## src/hw/nfc_pkg.sv

```systemverilog
// Package for the NOR flash bus command port: command codes, modes, carriers.
// Assumes a single core clock; all pins presented synchronous to it.
package nfc_pkg;
  localparam int ADDR_W = 24;
  localparam int DATA_W = 16;
  localparam int BUF_WORDS = 32;
  localparam logic [7:0] CMD_READ_ARRAY = 8'hff;
  localparam logic [7:0] CMD_READ_STATUS = 8'h70;
  localparam logic [7:0] CMD_READ_ID = 8'h90;
  localparam logic [7:0] CMD_READ_QUERY = 8'h98;
  localparam logic [7:0] CMD_CLEAR_STATUS = 8'h50;
  localparam logic [7:0] CMD_WORD_PROG = 8'h40;
  localparam logic [7:0] CMD_WORD_PROG_ALT = 8'h10;
  localparam logic [7:0] CMD_BUF_PROG = 8'he8;
  localparam logic [7:0] CMD_CONFIRM = 8'hd0;
  localparam logic [7:0] CMD_BURST_SETUP = 8'h80;
  localparam logic [7:0] CMD_ERASE = 8'h20;
  localparam logic [7:0] CMD_SUSPEND = 8'hb0;
  localparam logic [7:0] CMD_LOCK_SETUP = 8'h60;
  localparam logic [7:0] CMD_LOCK = 8'h01;
  localparam logic [7:0] CMD_LOCK_DOWN = 8'h2f;
  localparam logic [7:0] CMD_READ_CONFIG = 8'h03;
  localparam logic [7:0] CMD_OTP_PROG = 8'hc0;
  localparam logic [7:0] STATUS_RESET = 8'h80;
  localparam int ST_READY = 7;
  localparam int ST_ERASE_SUSP = 6;
  localparam int ST_ERASE_ERR = 5;
  localparam int ST_PROG_ERR = 4;
  localparam int ST_PROG_SUSP = 2;
  localparam logic [7:0] ST_ERR_MASK = 8'h3a;
  localparam logic [7:0] ID_CODE = 8'h5a; // Arbitrary value
  localparam logic [15:0] QUERY_CODE = 16'h0051;
  localparam logic [4:0] BUF_LAST = 5'h1f;
  localparam logic [15:0] PROG_CYCLES = 16'h0010;
  localparam logic [15:0] ERASE_CYCLES = 16'h0040;

  typedef enum logic [1:0] {
    NFC_RD_ARRAY = 2'b00,
    NFC_RD_STATUS = 2'b01,
    NFC_RD_ID = 2'b10,
    NFC_RD_QUERY = 2'b11
  } nfc_read_mode_t;

  typedef enum logic [3:0] {
    NFC_CP_IDLE = 4'h0,
    NFC_CP_WORD_DATA = 4'h1,
    NFC_CP_BUF_COUNT = 4'h2,
    NFC_CP_BUF_DATA = 4'h3,
    NFC_CP_BUF_CONFIRM = 4'h4,
    NFC_CP_BURST_CONFIRM = 4'h5,
    NFC_CP_BURST_DATA = 4'h6,
    NFC_CP_ERASE_CONFIRM = 4'h7,
    NFC_CP_LOCK_ACTION = 4'h8,
    NFC_CP_OTP_DATA = 4'h9
  } nfc_cmd_state_t;

  typedef enum logic [1:0] {
    NFC_ENG_IDLE = 2'b00,
    NFC_ENG_PROG = 2'b01,
    NFC_ENG_ERASE = 2'b10
  } nfc_engine_op_t;

  typedef struct packed {
    logic [ADDR_W-1:0] addr;
    logic [DATA_W-1:0] data;
  } nfc_write_t;

  typedef struct packed {
    logic start;
    logic erase;
    logic [ADDR_W-1:0] addr;
  } nfc_engine_req_t;
endpackage

```

## src/hw/nfc_command_port.sv

```systemverilog
// NOR flash bus interface, command port and program/erase engine model.
// Host pins are synchronous to core_clk_i; pin active-low levels are named _n.
`timescale 1ns/1ns
module nfc_command_port
  import nfc_pkg::*;
(
  input wire logic core_clk_i,
  input wire logic rst_i,
  input wire logic rst_pin_n_i,
  input wire logic chip_sel_n_i,
  input wire logic out_en_n_i,
  input wire logic write_n_i,
  input wire logic address_valid_n_i,
  input wire logic sync_mode_i,
  input wire logic [ADDR_W-1:0] addr_i,
  input wire logic [DATA_W-1:0] dq_i,
  output logic [DATA_W-1:0] dq_o,
  output logic dq_oe_o,
  output logic wait_o,
  output logic wait_oe_o,
  output logic busy_o,
  output logic standby_o,
  output logic invalid_flag_o,
  output logic [ADDR_W-1:0] invalid_addr_o,
  output logic lock_cmd_o,
  output logic [1:0] lock_action_o,
  output logic [ADDR_W-1:0] lock_addr_o,
  output logic [15:0] read_config_value_o
);

  ////////////////////////////////////////////////////////////////////////////
  logic active;
  logic prev_bus_wr;
  logic prev_ce_n;
  logic bus_wr;
  logic wr_strobe;
  logic [ADDR_W-1:0] latched_addr;
  logic [ADDR_W-1:0] eff_addr;
  nfc_write_t wr;
  nfc_read_mode_t read_mode;
  nfc_cmd_state_t cmd_state;
  nfc_engine_op_t eng_op;
  nfc_engine_req_t req;
  logic [7:0] status_read_value;
  logic [15:0] eng_count;
  logic suspended;
  logic word_prog_busy;
  logic [4:0] buf_count;
  logic [4:0] buf_fill;
  logic [DATA_W-1:0] buf_mem [BUF_WORDS];
  logic [7:0] cmd;

  assign active = rst_pin_n_i;
  assign bus_wr = active && !chip_sel_n_i && !write_n_i && out_en_n_i;
  // Write ends on first rising strobe; a strobe after bad conditions counts nothing
  assign wr_strobe = active && out_en_n_i && prev_bus_wr
    && (write_n_i || chip_sel_n_i);
  assign cmd = wr.data[7:0];
  assign word_prog_busy = (eng_op == NFC_ENG_PROG) && !suspended;

  ////////////////////////////////////////////////////////////////////////////
  always_ff @(posedge core_clk_i)
  begin
    if (rst_i)
    begin
      prev_bus_wr <= 1'b0;
      prev_ce_n <= 1'b1;
    end
    else
    begin
      prev_bus_wr <= bus_wr;
      prev_ce_n <= chip_sel_n_i;
    end
  end

  // Address latch; sync capture is on the clock while valid and select are low and write is high
  always_ff @(posedge core_clk_i)
  begin
    if (rst_i)
      latched_addr <= '0;
    else if (!address_valid_n_i && active)
    begin
      if (!sync_mode_i)
        latched_addr <= addr_i;
      else if (!write_n_i || chip_sel_n_i)
        latched_addr <= latched_addr;
      else
        latched_addr <= addr_i;
    end
  end
  // Transparent path in asynchronous mode while valid is low
  assign eff_addr = (!sync_mode_i && !address_valid_n_i) ? addr_i : latched_addr;

  always_ff @(posedge core_clk_i)
  begin
    if (rst_i)
      wr <= '0;
    else if (bus_wr)
      wr <= '{addr: addr_i, data: dq_i};
  end

  ////////////////////////////////////////////////////////////////////////////
  // Command decode; any address is accepted
  always_ff @(posedge core_clk_i)
  begin
    if (rst_i || !active)
    begin
      cmd_state <= NFC_CP_IDLE;
      read_mode <= NFC_RD_ARRAY;
      req <= '0;
      buf_count <= '0;
      buf_fill <= '0;
      lock_cmd_o <= 1'b0;
      lock_action_o <= 2'b00;
      lock_addr_o <= '0;
      read_config_value_o <= '0;
    end
    else
    begin
      req.start <= 1'b0;
      lock_cmd_o <= 1'b0;
      if (wr_strobe)
      begin
        unique case (cmd_state)
          NFC_CP_IDLE:
          begin
            if (word_prog_busy)
            begin
              if (cmd == CMD_READ_STATUS)
                read_mode <= NFC_RD_STATUS;
            end
            else if (cmd == CMD_READ_ARRAY)
              read_mode <= NFC_RD_ARRAY;
            else if (cmd == CMD_READ_STATUS)
              read_mode <= NFC_RD_STATUS;
            else if (cmd == CMD_READ_ID)
              read_mode <= NFC_RD_ID;
            else if (cmd == CMD_READ_QUERY)
              read_mode <= NFC_RD_QUERY;
            else if (cmd == CMD_WORD_PROG || cmd == CMD_WORD_PROG_ALT)
              cmd_state <= NFC_CP_WORD_DATA;
            else if (cmd == CMD_BUF_PROG)
              cmd_state <= NFC_CP_BUF_COUNT;
            else if (cmd == CMD_BURST_SETUP)
              cmd_state <= NFC_CP_BURST_CONFIRM;
            else if (cmd == CMD_ERASE)
              cmd_state <= NFC_CP_ERASE_CONFIRM;
            else if (cmd == CMD_LOCK_SETUP)
            begin
              cmd_state <= NFC_CP_LOCK_ACTION;
              lock_addr_o <= wr.addr;
            end
            else if (cmd == CMD_OTP_PROG)
              cmd_state <= NFC_CP_OTP_DATA;
          end
          NFC_CP_WORD_DATA:
          begin
            cmd_state <= NFC_CP_IDLE;
            req <= '{start: 1'b1, erase: 1'b0, addr: wr.addr};
            read_mode <= NFC_RD_STATUS;
          end
          NFC_CP_BUF_COUNT:
          begin
            buf_count <= wr.data[4:0];
            buf_fill <= '0;
            cmd_state <= NFC_CP_BUF_DATA;
          end
          NFC_CP_BUF_DATA:
          begin
            buf_fill <= buf_fill + 5'h01;
            if (buf_fill == buf_count || buf_fill == BUF_LAST)
              cmd_state <= NFC_CP_BUF_CONFIRM;
          end
          NFC_CP_BUF_CONFIRM:
          begin
            cmd_state <= NFC_CP_IDLE;
            if (cmd == CMD_CONFIRM)
            begin
              req <= '{start: 1'b1, erase: 1'b0, addr: wr.addr};
              read_mode <= NFC_RD_STATUS;
            end
          end
          NFC_CP_BURST_CONFIRM:
          begin
            if (cmd == CMD_CONFIRM)
            begin
              cmd_state <= NFC_CP_BURST_DATA;
              read_mode <= NFC_RD_STATUS;
            end
            else
              cmd_state <= NFC_CP_IDLE;
          end
          NFC_CP_BURST_DATA:
          begin
            // Burst mode stays until reset; every write requests a program at its address, started only if the engine is idle
            req <= '{start: 1'b1, erase: 1'b0, addr: wr.addr};
          end
          NFC_CP_ERASE_CONFIRM:
          begin
            cmd_state <= NFC_CP_IDLE;
            if (cmd == CMD_CONFIRM)
            begin
              req <= '{start: 1'b1, erase: 1'b1, addr: wr.addr};
              read_mode <= NFC_RD_STATUS;
            end
          end
          NFC_CP_LOCK_ACTION:
          begin
            cmd_state <= NFC_CP_IDLE;
            if (cmd == CMD_LOCK || cmd == CMD_CONFIRM || cmd == CMD_LOCK_DOWN)
            begin
              lock_cmd_o <= 1'b1;
              lock_action_o <= (cmd == CMD_LOCK) ? 2'b01 :
                (cmd == CMD_CONFIRM) ? 2'b10 : 2'b11;
            end
            else if (cmd == CMD_READ_CONFIG)
              read_config_value_o <= lock_addr_o[15:0] | wr.addr[15:0];
          end
          NFC_CP_OTP_DATA:
          begin
            cmd_state <= NFC_CP_IDLE;
            req <= '{start: 1'b1, erase: 1'b0, addr: wr.addr};
            read_mode <= NFC_RD_STATUS;
          end
          default:
            cmd_state <= NFC_CP_IDLE;
        endcase
      end
    end
  end

  always_ff @(posedge core_clk_i)
  begin
    if (cmd_state == NFC_CP_BUF_DATA && wr_strobe)
      buf_mem[buf_fill] <= wr.data;
  end

  ////////////////////////////////////////////////////////////////////////////
  // Program/erase engine; chip select plays no part, so deselect never stops it
  always_ff @(posedge core_clk_i)
  begin
    if (rst_i)
    begin
      eng_op <= NFC_ENG_IDLE;
      eng_count <= '0;
      suspended <= 1'b0;
      status_read_value <= STATUS_RESET;
      invalid_flag_o <= 1'b0;
      invalid_addr_o <= '0;
    end
    else if (!active)
    begin
      if (eng_op != NFC_ENG_IDLE)
      begin
        invalid_flag_o <= 1'b1;
        invalid_addr_o <= req.addr;
      end
      eng_op <= NFC_ENG_IDLE;
      suspended <= 1'b0;
      status_read_value <= STATUS_RESET;
    end
    else if (req.start && eng_op == NFC_ENG_IDLE)
    begin
      eng_op <= req.erase ? NFC_ENG_ERASE : NFC_ENG_PROG;
      eng_count <= req.erase ? ERASE_CYCLES : PROG_CYCLES;
      status_read_value[ST_READY] <= 1'b0;
      invalid_flag_o <= 1'b0;
    end
    else if (wr_strobe && cmd_state == NFC_CP_IDLE && eng_op != NFC_ENG_IDLE
      && !suspended && cmd == CMD_SUSPEND)
    begin
      suspended <= 1'b1;
      status_read_value[ST_READY] <= 1'b1;
      status_read_value[(eng_op == NFC_ENG_ERASE) ? ST_ERASE_SUSP : ST_PROG_SUSP] <= 1'b1;
    end
    else if (wr_strobe && cmd_state == NFC_CP_IDLE && suspended && cmd == CMD_CONFIRM)
    begin
      suspended <= 1'b0;
      status_read_value[ST_READY] <= 1'b0;
      status_read_value[ST_ERASE_SUSP] <= 1'b0;
      status_read_value[ST_PROG_SUSP] <= 1'b0;
    end
    else if (eng_op != NFC_ENG_IDLE && !suspended)
    begin
      eng_count <= eng_count - 16'h0001;
      if (eng_count == 16'h0001)
      begin
        eng_op <= NFC_ENG_IDLE;
        status_read_value[ST_READY] <= 1'b1;
      end
    end
    else if (wr_strobe && cmd_state == NFC_CP_IDLE && eng_op == NFC_ENG_IDLE
      && cmd == CMD_CLEAR_STATUS)
      status_read_value <= status_read_value & ~ST_ERR_MASK;
  end
  assign busy_o = (eng_op != NFC_ENG_IDLE);
  assign standby_o = chip_sel_n_i || !active;

  ////////////////////////////////////////////////////////////////////////////
  // Read path; status sampled at access start so it stays fixed within one access
  always_ff @(posedge core_clk_i)
  begin
    if (rst_i)
      dq_o <= '0;
    else if (prev_ce_n || !chip_sel_n_i && out_en_n_i || read_mode == NFC_RD_ARRAY)
    begin
      unique case (read_mode)
        NFC_RD_ARRAY: dq_o <= buf_mem[eff_addr[4:0]];
        NFC_RD_STATUS: dq_o <= {8'h00, status_read_value};
        NFC_RD_ID: dq_o <= {8'h00, ID_CODE};
        NFC_RD_QUERY: dq_o <= QUERY_CODE;
      endcase
    end
  end
  assign dq_oe_o = active && !chip_sel_n_i && !out_en_n_i && write_n_i;
  assign wait_o = 1'b0;
  assign wait_oe_o = dq_oe_o && sync_mode_i;

  ////////////////////////////////////////////////////////////////////////////
  property p_float_when_reset;
    @(posedge core_clk_i) disable iff (rst_i) !rst_pin_n_i |-> !dq_oe_o && !wait_oe_o;
  endproperty
  a_float_when_reset: assert property (p_float_when_reset)
    else $error("outputs driven during pin reset");
  property p_float_oe_high;
    @(posedge core_clk_i) disable iff (rst_i) out_en_n_i || chip_sel_n_i |-> !dq_oe_o;
  endproperty
  a_float_oe_high: assert property (p_float_oe_high)
    else $error("data driven while disabled");
  property p_status_after_reset;
    @(posedge core_clk_i) disable iff (rst_i)
      $rose(rst_pin_n_i) |-> status_read_value == STATUS_RESET && read_mode == NFC_RD_ARRAY;
  endproperty
  a_status_after_reset: assert property (p_status_after_reset)
    else $error("bad state after reset release");
  property p_abort_invalid;
    @(posedge core_clk_i) disable iff (rst_i)
      busy_o && !rst_pin_n_i |=> invalid_flag_o && !busy_o;
  endproperty
  a_abort_invalid: assert property (p_abort_invalid)
    else $error("abort not flagged");
  property p_prog_status_mode;
    @(posedge core_clk_i) disable iff (rst_i)
      wr_strobe && active && cmd_state == NFC_CP_WORD_DATA |=> read_mode == NFC_RD_STATUS
        ##1 busy_o;
  endproperty
  a_prog_status_mode: assert property (p_prog_status_mode)
    else $error("program did not start with status mode");
  property p_deselect_keeps_busy;
    @(posedge core_clk_i) disable iff (rst_i)
      busy_o && !suspended && eng_count > 16'h0001 && active ##1 active |-> busy_o;
  endproperty
  a_deselect_keeps_busy: assert property (p_deselect_keeps_busy)
    else $error("operation stopped early");
  property p_suspend;
    @(posedge core_clk_i) disable iff (rst_i)
      wr_strobe && active && cmd_state == NFC_CP_IDLE && busy_o && !suspended
        && cmd == CMD_SUSPEND && !req.start |=> suspended && status_read_value[ST_READY];
  endproperty
  a_suspend: assert property (p_suspend)
    else $error("suspend not taken");
  property p_bad_write_ignored;
    @(posedge core_clk_i) disable iff (rst_i)
      !out_en_n_i && !write_n_i && !chip_sel_n_i |=> !wr_strobe;
  endproperty
  a_bad_write_ignored: assert property (p_bad_write_ignored)
    else $error("write taken with output enable low");
  property p_word_prog_filter;
    @(posedge core_clk_i) disable iff (rst_i)
      wr_strobe && active && word_prog_busy && cmd_state == NFC_CP_IDLE
        && cmd != CMD_READ_STATUS |=> read_mode == $past(read_mode);
  endproperty
  a_word_prog_filter: assert property (p_word_prog_filter)
    else $error("command honoured during word program");
  c_erase: cover property (@(posedge core_clk_i) disable iff (rst_i) eng_op == NFC_ENG_ERASE);
  c_suspend: cover property (@(posedge core_clk_i) disable iff (rst_i) suspended);
  c_burst: cover property (@(posedge core_clk_i) disable iff (rst_i)
    cmd_state == NFC_CP_BURST_DATA);
  c_lock: cover property (@(posedge core_clk_i) disable iff (rst_i) lock_cmd_o);
endmodule

```

## config.mk

```make
export PLATFORM = sky130hd
export DESIGN_NAME = nfc_command_port
export DESIGN_NICKNAME = d
export VERILOG_FILES = /design/src/hw/nfc_pkg.sv /design/src/hw/nfc_command_port.sv
export SDC_FILE = /design/constraint.sdc
export NUM_CORES = 1
export LEC_CHECK = 0
export ABC_AREA = 1
export BUFFER_PORTS_ARGS = -buffer_cell sky130_fd_sc_hd__buf_4
export CORE_MARGIN = 3
export CORE_UTILIZATION = 25
export CTS_BUF_LIST = sky130_fd_sc_hd__clkbuf_8
export CTS_CLUSTER_SIZE = 20
export DETAILED_ROUTE_END_ITERATION = 8
export PLACE_DENSITY = 0.51
export SLEW_MARGIN = 20
export SYNTH_ARGS = -nofsm -noshare
export SYNTH_HDL_FRONTEND = slang
export SYNTH_SLANG_ARGS = --single-unit
export TNS_END_PERCENT = 10
```

## constraint.sdc

```tcl
create_clock -name core_clk_i -period 4.06 [get_ports core_clk_i]
set_input_delay 0.203 -clock core_clk_i [delete_from_list [all_inputs] [get_ports core_clk_i]]
set_output_delay 0.203 -clock core_clk_i [all_outputs]
set_load 0.03 [all_outputs]
```

# After elaboration in Yosys (flattened, before gate mapping)
# Memory sizes are Yosys's and may differ from the RTL's.
# Index checks and enable logic that the tools add are counted.
word_totals:
  register_bits: 200
  latch_bits: 0
  ram_bits: 512
  mem_bits_ro: 0
  input_bits: 48
  wordCells: 243
  mem_count: 1
op_classes:
  addsub: 2
  multipliers: 0
  div: 0
  magnitude_cmp: 2
  n_eq_ne: 52
  shift: 0
  mux: 64
  bitwise_logic: 17
  reduce_logical: 79
memory_table:
  columns: ["memory", "words", "width", "rd", "rd_ports_with_merged_regs", "write_ports", "line_no", "text"]
  rows:
  - ["buf_mem", 32, 16, 1, 0, 1, "nfc_command_port.sv:50", "logic [DATA_W-1:0] buf_mem [BUF_WORDS];"]
op_table:
  columns: ["cell", "n"]
  rows:
  - ["$pmux 26 s3", 1]
  - ["$eq 8x8->1 const B", 8]
  - ["$mux 16", 4]
  - ["$pmux 16 s4", 1]
  - ["$mux 26", 2]
  - ["$mux 4", 12]
  - ["$eq 8x7->1 const B", 4]
  - ["$mux 2", 16]
  - ["$ne 2x2->1 const B", 13]
  - ["$logic_and 1x1->1", 25]
  - ["$pmux 4 s5", 1]
  - ["$reduce_and 4->1", 5]
  - ["$eq 16x1->1 const B", 1]
  - ["$eq 4x3->1 const B", 4]
  - ["$eq 8x6->1 const B", 2]
  - ["$or 16x16->16", 1]
  - ["$reduce_and 2->1", 8]
  - ["$sub 16x1->16 const B", 1]
  - ["$mux 5", 3]
  - ["$not 1->1", 15]
  - ["$mux 1", 14]
  - ["$mux 7", 2]
  - ["$reduce_bool 2->1", 7]
  - ["$reduce_and 12->1", 1]
  - ["35 further kinds", 65]

# Longest topological paths before layout
# Gate-level depths: netlist of run 1.
logic_depth:
  ltp_word: 13
  mapped_depth: 15

# Least setup slack after synthesis of run 1
# OpenSTA, ideal clock, no wires.
synth_timing:
  path_kind: "register to register"
  from: "register cmd_state[2]"
  to: "memory buf_mem[0][0], enable pin"
  setup_ps: 388
  arrival_time_ps: 1862
  slack_ps: 1810
  stages_incl_launch_ff: 8
  period_less_slack_ps: 2250
  cell_sequence: "dfxtp_1 nor2_1 inv_1 nor3_1 nand2_1 inv_1 nand2_1 nor2_1"
synth_between:
  elab_chain_len: 4
synth_lines:
  columns: ["element", "line_no", "text"]
  rows:
  - ["start: declaration", "nfc_command_port.sv:41", "nfc_cmd_state_t cmd_state;"]
  - ["start signal: assignment", "nfc_command_port.sv:108", "cmd_state <= NFC_CP_IDLE;"]
  - ["start signal: assignment", "nfc_command_port.sv:141", "cmd_state <= NFC_CP_WORD_DATA;"]
  - ["start signal: assignment", "nfc_command_port.sv:143", "cmd_state <= NFC_CP_BUF_COUNT;"]
  - ["$eq 4x2->1", "nfc_command_port.sv:234", "if (cmd_state == NFC_CP_BUF_DATA && wr_strobe)"]
  - ["$logic_and 1x1->1", "nfc_command_port.sv:234", null]
  - ["$mux 1", "nfc_command_port.sv:234", null]
  - ["$mux 1 (implied by the code)", "nfc_command_port.sv:235", "buf_mem[buf_fill] <= wr.data;"]
  - ["end: declaration", "nfc_command_port.sv:50", null]
# No other way between the ends.

# Worst setup path after layout of run 1
layout_timing:
  from: "register cmd_state[3]"
  to: "memory buf_mem[9][13], enable pin"
# The elaborated chain is that of the path after synthesis.

==> results of run 1 <==
[power groups by stage]
stage | sequential (mW) | clock, mW | combinational, mW
floorplan | 7.98 | 0 | 0.702
global placement | 7.95 | 0 | 1.15
detailed placement | 7.95 | 0 | 1.16
CTS | 7.80 | 5.90 | 1.20
global route | 7.80 | 6.23 | 1.32
finish | 7.80 | 5.73 | 1.18
[worst max-delay path: cells and delay by family (launching register included)]
kind,cells,cell delay (ns)
and+or+nand+nor,5,1.43
DFF,1,0.34
buffers and inverters,3,0.67
[cells by family (layout without fill, tap and decap cells)]
family	Yosys count	in the layout	share of synthesized area
XOR/XNOR	15	15	0.00452
AND/OR/NAND/NOR	1461	1461	0.214
other	1	3	0.000129
adder cells (fa/ha/maj)	7	7	0.00301
buffers and inverters	360	674	0.0548
AO/OA/AOI/OAI	311	311	0.0601
flip-flops	707	707	0.663
[layer usage]
layer	vias to the layer above	GRT usage	part of all wire	routed length [µm]
met3	120	0.0225	0.052	4340
met5	-	0	0	0
met4	0	0.0383	0.020	1710
met2	526	0.218	0.46	38300
met1	10300	0.192	0.47	39400
li1	10200	-	-	-
[timing repair]
action                                  CTS  global route
endpoints found under the setup margin    0             0
hold buffers                             46             0
endpoints found under the hold margin    73             0
[layout make-up]
class,count,area [µm²],area share
antenna,2,5.00,0.000145
clock buffer,123,1690,0.0492
clock inverter,88,413,0.0120
inverter,206,773,0.0225
multi-input combinational,1795,8260,0.240
sequential,707,19300,0.560
tap,1512,1890,0.0550
timing repair buffer,257,2110,0.0612
[cell usage after synthesis, types with 2 or more instances]
library cell,number,area (µm²)
inv_2,7,26.3
or2_2,2,12.5
xnor2_1,7,61.3
nand3_1,416,2080
nand3_2,4,40.0
nand2_1,671,2520
ha_1,7,87.6
clkinv_1,4,15.0
buf_6,10,113
nor2_2,3,18.8
inv_1,195,732
dfxtp_1,195,3900
nand2_4,6,67.6
clkbuf_1,63,236
buf_2,53,265
and2_1,2,12.5
o211ai_1,36,270
a21o_1,21,158
edfxtp_1,512,15400
a21oi_1,84,420
xor2_1,8,70.1
nand4_1,13,81.3
nor3_1,42,210
nand2_2,3,18.8
o21ai_0,150,751
o21ai_2,2,17.5
nor2_1,290,1090
o21ai_1,4,20.0
buf_4,27,203
nor4_1,5,31.3
a211oi_1,6,45.0
a31oi_1,2,12.5
[registers in the layout (all words and copies together), names as in the netlist, 8 cells and up]
signal,cells
wr,32
req,26
read_config_value_o,16
buf_mem,512
dq_o,16
eng_count,16
invalid_addr_o,24
cmd,8
lock_addr_o,24
[worst paths after layout]
check | startpoint | endpoint | slack (ns) | cells after the start
setup / recovery | cmd_state[3] | buf_mem[9][13] | 1.26 | 8
hold / removal | write_n_i | latched_addr[1] | 0.10 | 5
setup reg to reg | cmd_state[3] | buf_mem[9][13] | 1.26 | 8
hold reg to reg | lock_addr_o[18] | lock_addr_o[18] | 0.46 | 2
[stage by stage]
step                      cells   util
after global routing       4689  0.300
after detailed placement   4431  0.277
after global placement     4431  0.277
final                      4690  0.300
after floorplan            2862      -
after CTS                  4688  0.300
==> impl_metrics.env, run 1 <==
export IMPL_fmax_mhz=357
export IMPL_design_die_area_um2=120000
export IMPL_clk_path_buf_depth=3
export IMPL_drive_gt1_frac=0.122
export IMPL_fp_dieH_um=347
export IMPL_cpPeakStageDelay_ns=0.46
export IMPL_rows=124
export IMPL_syn_inst=2862
export IMPL_end_kind="register"
export IMPL_dp_slack_ns=1.19
export IMPL_root_buffer="clkbuf_8"
export IMPL_timing_slew_headroom=0.298
export IMPL_clock_latency_ns=0.74
export IMPL_coreArea_um2=115000
export IMPL_grt_first_pass_wirelength_mm=128
export IMPL_power_density_nw_per_um2=427
export IMPL_start_kind="register"
export IMPL_leakage_nw=13.1
export IMPL_setup_viol=0
export IMPL_setup_tns_ns=0
export IMPL_drt_pass1_iter_count=7
export IMPL_clk_pin_slew_ns=0.06
export IMPL_rsz0062_at_grt="no"
export IMPL_p_int_mw=11.0
export IMPL_holdWs_ns=0.103
export IMPL_nets=3138
export IMPL_cts_max_level=3
export IMPL_ant_nets=0
export IMPL_postCtsSetupBuffers=0
export IMPL_ys_warn_count=0
export IMPL_skew_ns=0.0399
export IMPL_final_common_cell="nand2_1"
export IMPL_seq_area_frac_synth=0.663
export IMPL_synth_edf_count=512
export IMPL_ys_ff_latch=707
export IMPL_worst_pin_slew_ns=1.05
export IMPL_grt_use_total=0.137
export IMPL_post_route_min_period_ns=2.80
export IMPL_cp_max_fo=14
export IMPL_post_cts_resized=0
export IMPL_clock_power_share=0.390
export IMPL_crit_required_ns=4.45
export IMPL_drcViolationCount=0
export IMPL_syn_area_um2=29100
export IMPL_status="completed"
export IMPL_worstSetupPathType="reg2reg"
export IMPL_finalWirelength_mm=83.7
export IMPL_via_per_inst=4.52
export IMPL_p_switching_mw=3.75
export IMPL_ir_drop_v=0.000254
export IMPL_nFillCells=11900
export IMPL_dp_hpwl_mm=49.5
export IMPL_hp_class="in2reg"
export IMPL_fp_dieW_um=347
export IMPL_cp_slowest_cell="nor3_1"
export IMPL_final_area_um2=34400
export IMPL_cts_made_buffers=116
export IMPL_portBuffers=135
export IMPL_grt_pass1_vias=21000
export IMPL_routed_via_count=21200
export IMPL_seqPwrFrac=0.530
export IMPL_crit_chain="nor2_1 > inv_1 > nor3_1 > nand2_1 > inv_1 > nand2_1 > nor2_1 > buf_4"
export IMPL_syn_num_nets=2917
export IMPL_syn_area_per_cell_um2=10.2
export IMPL_antenna_found_initial=1
export IMPL_synthDistinctLibCells=44
export IMPL_grt_max_degree=99
export IMPL_combPwrFrac=0.080
export IMPL_p_sw_frac=0.255
export IMPL_ys_flop_type="edfxtp_1"
export IMPL_finalPower_mw=14.7
export IMPL_overflow=0
export IMPL_setup_ws_ns=1.26
export IMPL_async_reset_ff_frac=0
export IMPL_slew_violations=0
export IMPL_cts_tree="built"
export IMPL_mostFrequentLayoutCells="671 x nand2_1, 512 x edfxtp_1, 416 x nand3_1"
export IMPL_cts_sinks=707
export IMPL_layout_worst_path_cycle_share=0.690
export IMPL_max_cap_violations=0
export IMPL_place_congestion=0.791
export IMPL_placed_cell_area_um2=31900
export IMPL_arrival_ns=3.19
export IMPL_initial_core_util=0.253
export IMPL_drtIter0Drc=1677
export IMPL_area_growth_pct=18.4
export IMPL_avgRoutedWirePerCell_um=17.9
export IMPL_ios=137
export IMPL_finalHoldViolations=0
(Power assumes the default switching activity.)
==> run 2: changes to the inputs <==
- clock period: 4.06 -> 2.88 ns (I/O delays scaled with it)
==> run 2 against run 1 <==
  * Highest routed layer unchanged
  * Global-route usage up 0.15 points
  * Critical endpoint is now latched_addr[2]
  * Setup slack worse by 0.79 ns
  * Sequential power up 41%
  * Critical path type is now in2reg
==> impl_metrics.env, run 2 (synthesis results as in run 1) <==
export IMPL_status="completed"
export IMPL_whs_path_depth=6
export IMPL_cts_max_level=3
export IMPL_cp_max_fo=5
export IMPL_antenna_found_initial=2
export IMPL_setup_tns_ns=0
export IMPL_hp_class="in2reg"
export IMPL_root_buffer="clkbuf_8"
export IMPL_mostFrequentLayoutCells="671 x nand2_1, 512 x edfxtp_1, 416 x nand3_1"
export IMPL_crit_top_cell="dlygate4sd3_1"
export IMPL_worst_pin_slew_ns=0.837
export IMPL_ant_nets=0
export IMPL_overflow=0
export IMPL_rows=124
export IMPL_routed_via_count=21300
export IMPL_ios=137
export IMPL_finalWirelength_mm=85.7
export IMPL_regToRegEndpoint="dq_o[7]"
export IMPL_fin_util=0.305
export IMPL_wl_met3_mm=4.47
export IMPL_drtIter0Drc=1518
export IMPL_cts_sinks=707
export IMPL_largest_register="buf_mem"
export IMPL_ir_drop_v=0.000315
export IMPL_placed_cell_area_um2=32400
export IMPL_cp_slowest_cell="dlygate4sd3_1"
export IMPL_drt_pass1_iter_count=5
export IMPL_initial_core_util=0.253
export IMPL_grt_max_degree=78
export IMPL_layout_worst_path_cycle_share=0.837
export IMPL_setup_viol=0
export IMPL_topRoutingLayerUsed="met4"
export IMPL_power_density_nw_per_um2=596
export IMPL_grt_use_total=0.138
export IMPL_slew_violations=0
export IMPL_dp_cells=4462
export IMPL_skew_ns=0.0325
export IMPL_end_kind="register"
export IMPL_fp_dieW_um=347
export IMPL_drcViolationCount=0
export IMPL_arrival_ns=3.01
export IMPL_routed_wl_met2_mm=38.8
export IMPL_cts_tree="built"
export IMPL_r2r_slack_ns=0.47
export IMPL_min_delay_start="sync_mode_i"
export IMPL_fp_dieH_um=347
export IMPL_nFillCells=12000
export IMPL_m1WireLength_mm=40.5
export IMPL_grt_first_pass_wirelength_mm=129
export IMPL_grt_pass1_vias=20600
export IMPL_portBuffers=135
export IMPL_cpPeakStageDelay_ns=0.71
export IMPL_top_regs="buf_mem (512), wr (32), req (26)"
export IMPL_crit_required_ns=3.48
export IMPL_max_cap_violations=0
export IMPL_leakage_nw=13.4
export IMPL_setup_ws_ns=0.470
export IMPL_post_route_min_period_ns=2.41
export IMPL_worstSetupPathType="in2reg"
export IMPL_fmax_mhz=415
export IMPL_largest_register_ffs=512
export IMPL_avgRoutedWirePerCell_um=18.2
export IMPL_clk_path_buf_depth=3
export IMPL_reg2reg_depth=10
export IMPL_clock_latency_ns=0.73
export IMPL_dp_hpwl_mm=52.3
export IMPL_start_kind="primary input"
export IMPL_crit_chain="dlygate4sd3_1 > buf_4 > buf_4 > inv_1 > nor3_1 > dlygate4sd3_1 > a21oi_1 > dlygate4sd3_1"
export IMPL_clk_pin_slew_ns=0.06
export IMPL_nets=3174
export IMPL_final_area_um2=35000
export IMPL_dp_slack_ns=0.430
export IMPL_final_common_cell="nand2_1"
export IMPL_via_per_inst=4.51
export IMPL_finalHoldViolations=0
export IMPL_area_growth_pct=20.3
export IMPL_design_die_area_um2=120000
export IMPL_min_to="latched_addr[4]"
export IMPL_place_congestion=0.829
export IMPL_coreArea_um2=115000
export IMPL_rsz0062_at_grt="no"
export IMPL_drive_gt1_frac=0.129
export IMPL_final_cells=4719
export IMPL_postCtsSetupBuffers=0
export IMPL_cts_made_buffers=113
export IMPL_r2r_start="latched_addr[1]"
export IMPL_post_cts_resized=0
export IMPL_timing_slew_headroom=0.441
-- run 2: changes by cell type in the layout (fill, tap and decap cells not counted), sizes merged --
cell         previous run  this run
clkbuf                123       124
dlygate4sd3            46        54
buf                   211       242
clkinvlp                3         1
clkinv                 39        28
inv                   251       253
-- run 2: worst max path at each step --
| stage | depth (start not counted) | to | slack, ns | start |
|---|---|---|---|---|
| floorplan | 7 | buf_mem[0][0] | 0.63 | cmd_state[2] |
| global placement | 13 | dq_o[7] | 0.44 | address_valid_n_i |
| detailed placement | 10 | dq_o[7] | 0.43 | latched_addr[1] |
| CTS | 10 | dq_o[7] | 0.41 | latched_addr[1] |
| global route | 12 | eng_count[3] | 0.25 | cmd[4] |
| finish | 8 | latched_addr[2] | 0.47 | rst_pin_n_i |
-- run 2: power by group --
group | total (mW) | leakage, nW | internal, mW | switching [mW]
sequential | 11.0 | 6.00 | 10.9 | 0.0685
combinational | 1.80 | 6.16 | 0.611 | 1.19
clock | 8.05 | 1.24 | 4.02 | 4.03
-- run 2: area by class of cell --
class                      instances  area (µm²)  share of cell area
inverter                         206         773              0.0221
sequential                       707       19300               0.551
clock buffer                     124        1710              0.0488
tap                             1512        1890              0.0541
clock inverter                    77         360              0.0103
multi-input combinational       1795        8260               0.236
antenna                            2        5.00            0.000143
timing repair buffer             296        2700              0.0771
-- run 2: worst max-delay path: cells and delay by family --
kind            cells  cell delay (ns)
compound gates      1             0.09
buf+inv             6             2.28
simple gates        1             0.48
-- run 2: timing repair --
item / in CTS / in global routing
hold buffers: 54 / 0
endpoints found under the hold margin: 56 / 0
endpoints found under the setup margin: 0 / 0
-- run 2: routing by layer --
metal,global-route usage,vias to the layer above
li1,-,10300
met1,0.196,10400
met2,0.216,511
met3,0.0236,126
met4,0.0413,0
met5,0,-
-- run 2: metrics by stage --
stage / hold WS, ns / total power, mW
after CTS: 0.0192 / 21.1
after global placement: 0.368 / 13.0
after global routing: 0.110 / 21.7
after detailed placement: 0.373 / 13.0
after floorplan: 0.265 / 12.2
final: 0.0757 / 20.8
==> run 3: changes to the inputs <==
- clock period: 2.88 -> 2.5 ns (I/O delays scaled with it)
==> run 3 against run 2 <==
  * Global-route usage grew 0.079 points
  * Utilization grew 0.52 points
  * Power grew 17%
  * Critical path depth is the same
  * Hold slack gained 0.0037 ns
  * Clock skew grew 0.018 ns
  * Critical path type is now reg2reg
==> impl_metrics.env, run 3 (synthesis results as in run 1) <==
export IMPL_cts_made_buffers=115
export IMPL_crit_required_ns=2.94
export IMPL_p_sw_frac=0.257
export IMPL_largest_register_ffs=512
export IMPL_design_die_area_um2=120000
export IMPL_drt_pass1_iter_count=5
export IMPL_grt_max_degree=64
export IMPL_largest_register="buf_mem"
export IMPL_grt_first_pass_wirelength_mm=130
export IMPL_crit_start="cmd_state[2]"
export IMPL_top_regs="buf_mem (512), wr (32), req (26)"
export IMPL_status="completed"
export IMPL_finalWirelength_mm=85.7
export IMPL_root_buffer="clkbuf_8"
export IMPL_antenna_found_initial=1
export IMPL_slew_violations=0
export IMPL_cts_max_level=3
export IMPL_clk_pin_slew_ns=0.06
export IMPL_drcViolationCount=0
export IMPL_layout_worst_path_cycle_share=0.909
export IMPL_r2r_start="cmd_state[2]"
export IMPL_fin_util=0.310
export IMPL_portBuffers=135
export IMPL_fp_dieW_um=347
export IMPL_clock_power_share=0.396
export IMPL_seqPwrFrac=0.518
export IMPL_initial_core_util=0.253
export IMPL_start_kind="register"
export IMPL_mostFrequentLayoutCells="671 x nand2_1, 512 x edfxtp_1, 416 x nand3_1"
export IMPL_cts_tree="built"
export IMPL_ir_drop_v=0.000409
export IMPL_power_density_nw_per_um2=686
export IMPL_avgRoutedWirePerCell_um=18.1
export IMPL_multiInputGateArea_um2=8260
export IMPL_via_per_inst=4.50
export IMPL_fp_dieH_um=347
export IMPL_timing_slew_headroom=0.465
export IMPL_clock_latency_ns=0.77
export IMPL_min_delay_start="out_en_n_i"
export IMPL_fmax_mhz=440
export IMPL_rsz0062_at_grt="no"
export IMPL_max_cap_violations=0
export IMPL_routed_via_count=21300
export IMPL_skew_ns=0.0504
export IMPL_cp_max_fo=16
export IMPL_finalPower_mw=24.4
export IMPL_nFillCells=11900
export IMPL_grt_pass1_vias=20800
export IMPL_p_switching_mw=6.26
export IMPL_coreArea_um2=115000
export IMPL_setup_tns_ns=0
export IMPL_whs_path_depth=6
export IMPL_clk_path_buf_depth=3
export IMPL_finalHoldViolations=0
export IMPL_place_congestion=0.782
export IMPL_drtIter0Drc=1566
export IMPL_post_route_min_period_ns=2.27
export IMPL_ios=137
export IMPL_register_area_um2=19300
export IMPL_leakage_nw=13.6
export IMPL_grt_use_total=0.139
export IMPL_worstSetupPathType="reg2reg"
export IMPL_rows=124
export IMPL_dp_hpwl_mm=52.9
export IMPL_drive_gt1_frac=0.135
export IMPL_area_growth_pct=22.4
export IMPL_end_kind="register"
export IMPL_overflow=0
export IMPL_hp_class="in2reg"
export IMPL_reg2reg_depth=8
export IMPL_postCtsSetupBuffers=0
export IMPL_p_int_mw=18.1
export IMPL_cts_sinks=707
export IMPL_final_common_cell="nand2_1"
export IMPL_ant_nets=0
export IMPL_combPwrFrac=0.086
export IMPL_worst_pin_slew_ns=0.799
export IMPL_nets=3185
export IMPL_arrival_ns=2.71
export IMPL_setup_viol=0
[run 3: cell types whose count changed in the layout (fill, tap and decap cells not counted), moves of 2 or more]
cell,delta
buf_12,+33
dlygate4sd3_1,-2
inv_6,+2
buf_4,-22
clkinv_2,+8
inv_1,-3
clkinv_1,+7
[run 3: final cells by class]
| class | count | area share |
|---|---|---|
| Antenna cell | 1 | 0.0000703 |
| Clock buffer | 125 | 0.0484 |
| Clock inverter | 92 | 0.0134 |
| Inverter | 206 | 0.0217 |
| Multi-Input combinational cell | 1795 | 0.232 |
| Sequential cell | 707 | 0.542 |
| Tap cell | 1512 | 0.0532 |
| Timing Repair Buffer | 305 | 0.0891 |
[run 3: critical path, cell delays in order (launching register included)]
cell,delay [ns]
dfxtp_1,0.33
nor2_1,0.14
inv_1,0.07
nor3_1,0.25
nand2_1,0.13
inv_1,0.20
nand2_1,0.31
nor2_1,0.29
buf_12,0.22
[run 3: power by group through the flow]
stage / logic (mW) / registers (mW) / clock network (mW)
6_report: 2.10 / 12.6 / 9.66
5_1_grt: 2.31 / 12.6 / 10.5
4_1_cts: 2.12 / 12.6 / 9.94
3_5_place_dp: 2.06 / 12.9 / 0
3_3_place_gp: 2.05 / 12.9 / 0
2_1_floorplan: 1.14 / 13.0 / 0
[run 3: layer usage]
layer / vias to the layer above / share of wire / GRT usage
li1: 10300 / - / -
met1: 10400 / 0.48 / 0.201
met2: 518 / 0.45 / 0.213
met3: 116 / 0.049 / 0.0232
met4: 0 / 0.022 / 0.0413
met5: - / 0 / 0
[run 3: what timing repair did]
item                      4_1_cts  5_1_grt
hold buffers                   52        0
hold endpoints to repair       70        0
gates resized for setup         0        0
[run 3: through the flow]
step                hold slack [ns]  instances  setup slack (ns)  area (µm²)
floorplan                     0.246       2862             0.250       29100
global placement              0.349       4473            0.0877       32900
detailed placement            0.353       4473             0.110       32900
CTS                         0.00920       4742             0.197       35600
global route                 0.0899       4743            0.0438       35600
finish                       0.0795       4743             0.228       35600
[run 3: final timing paths]
kind / slack, ns / end
max: 0.23 / buf_mem[27][4]
min: 0.08 / cmd[1]
max reg2reg: 0.23 / buf_mem[27][4]
min reg2reg: 0.46 / lock_addr_o[18]
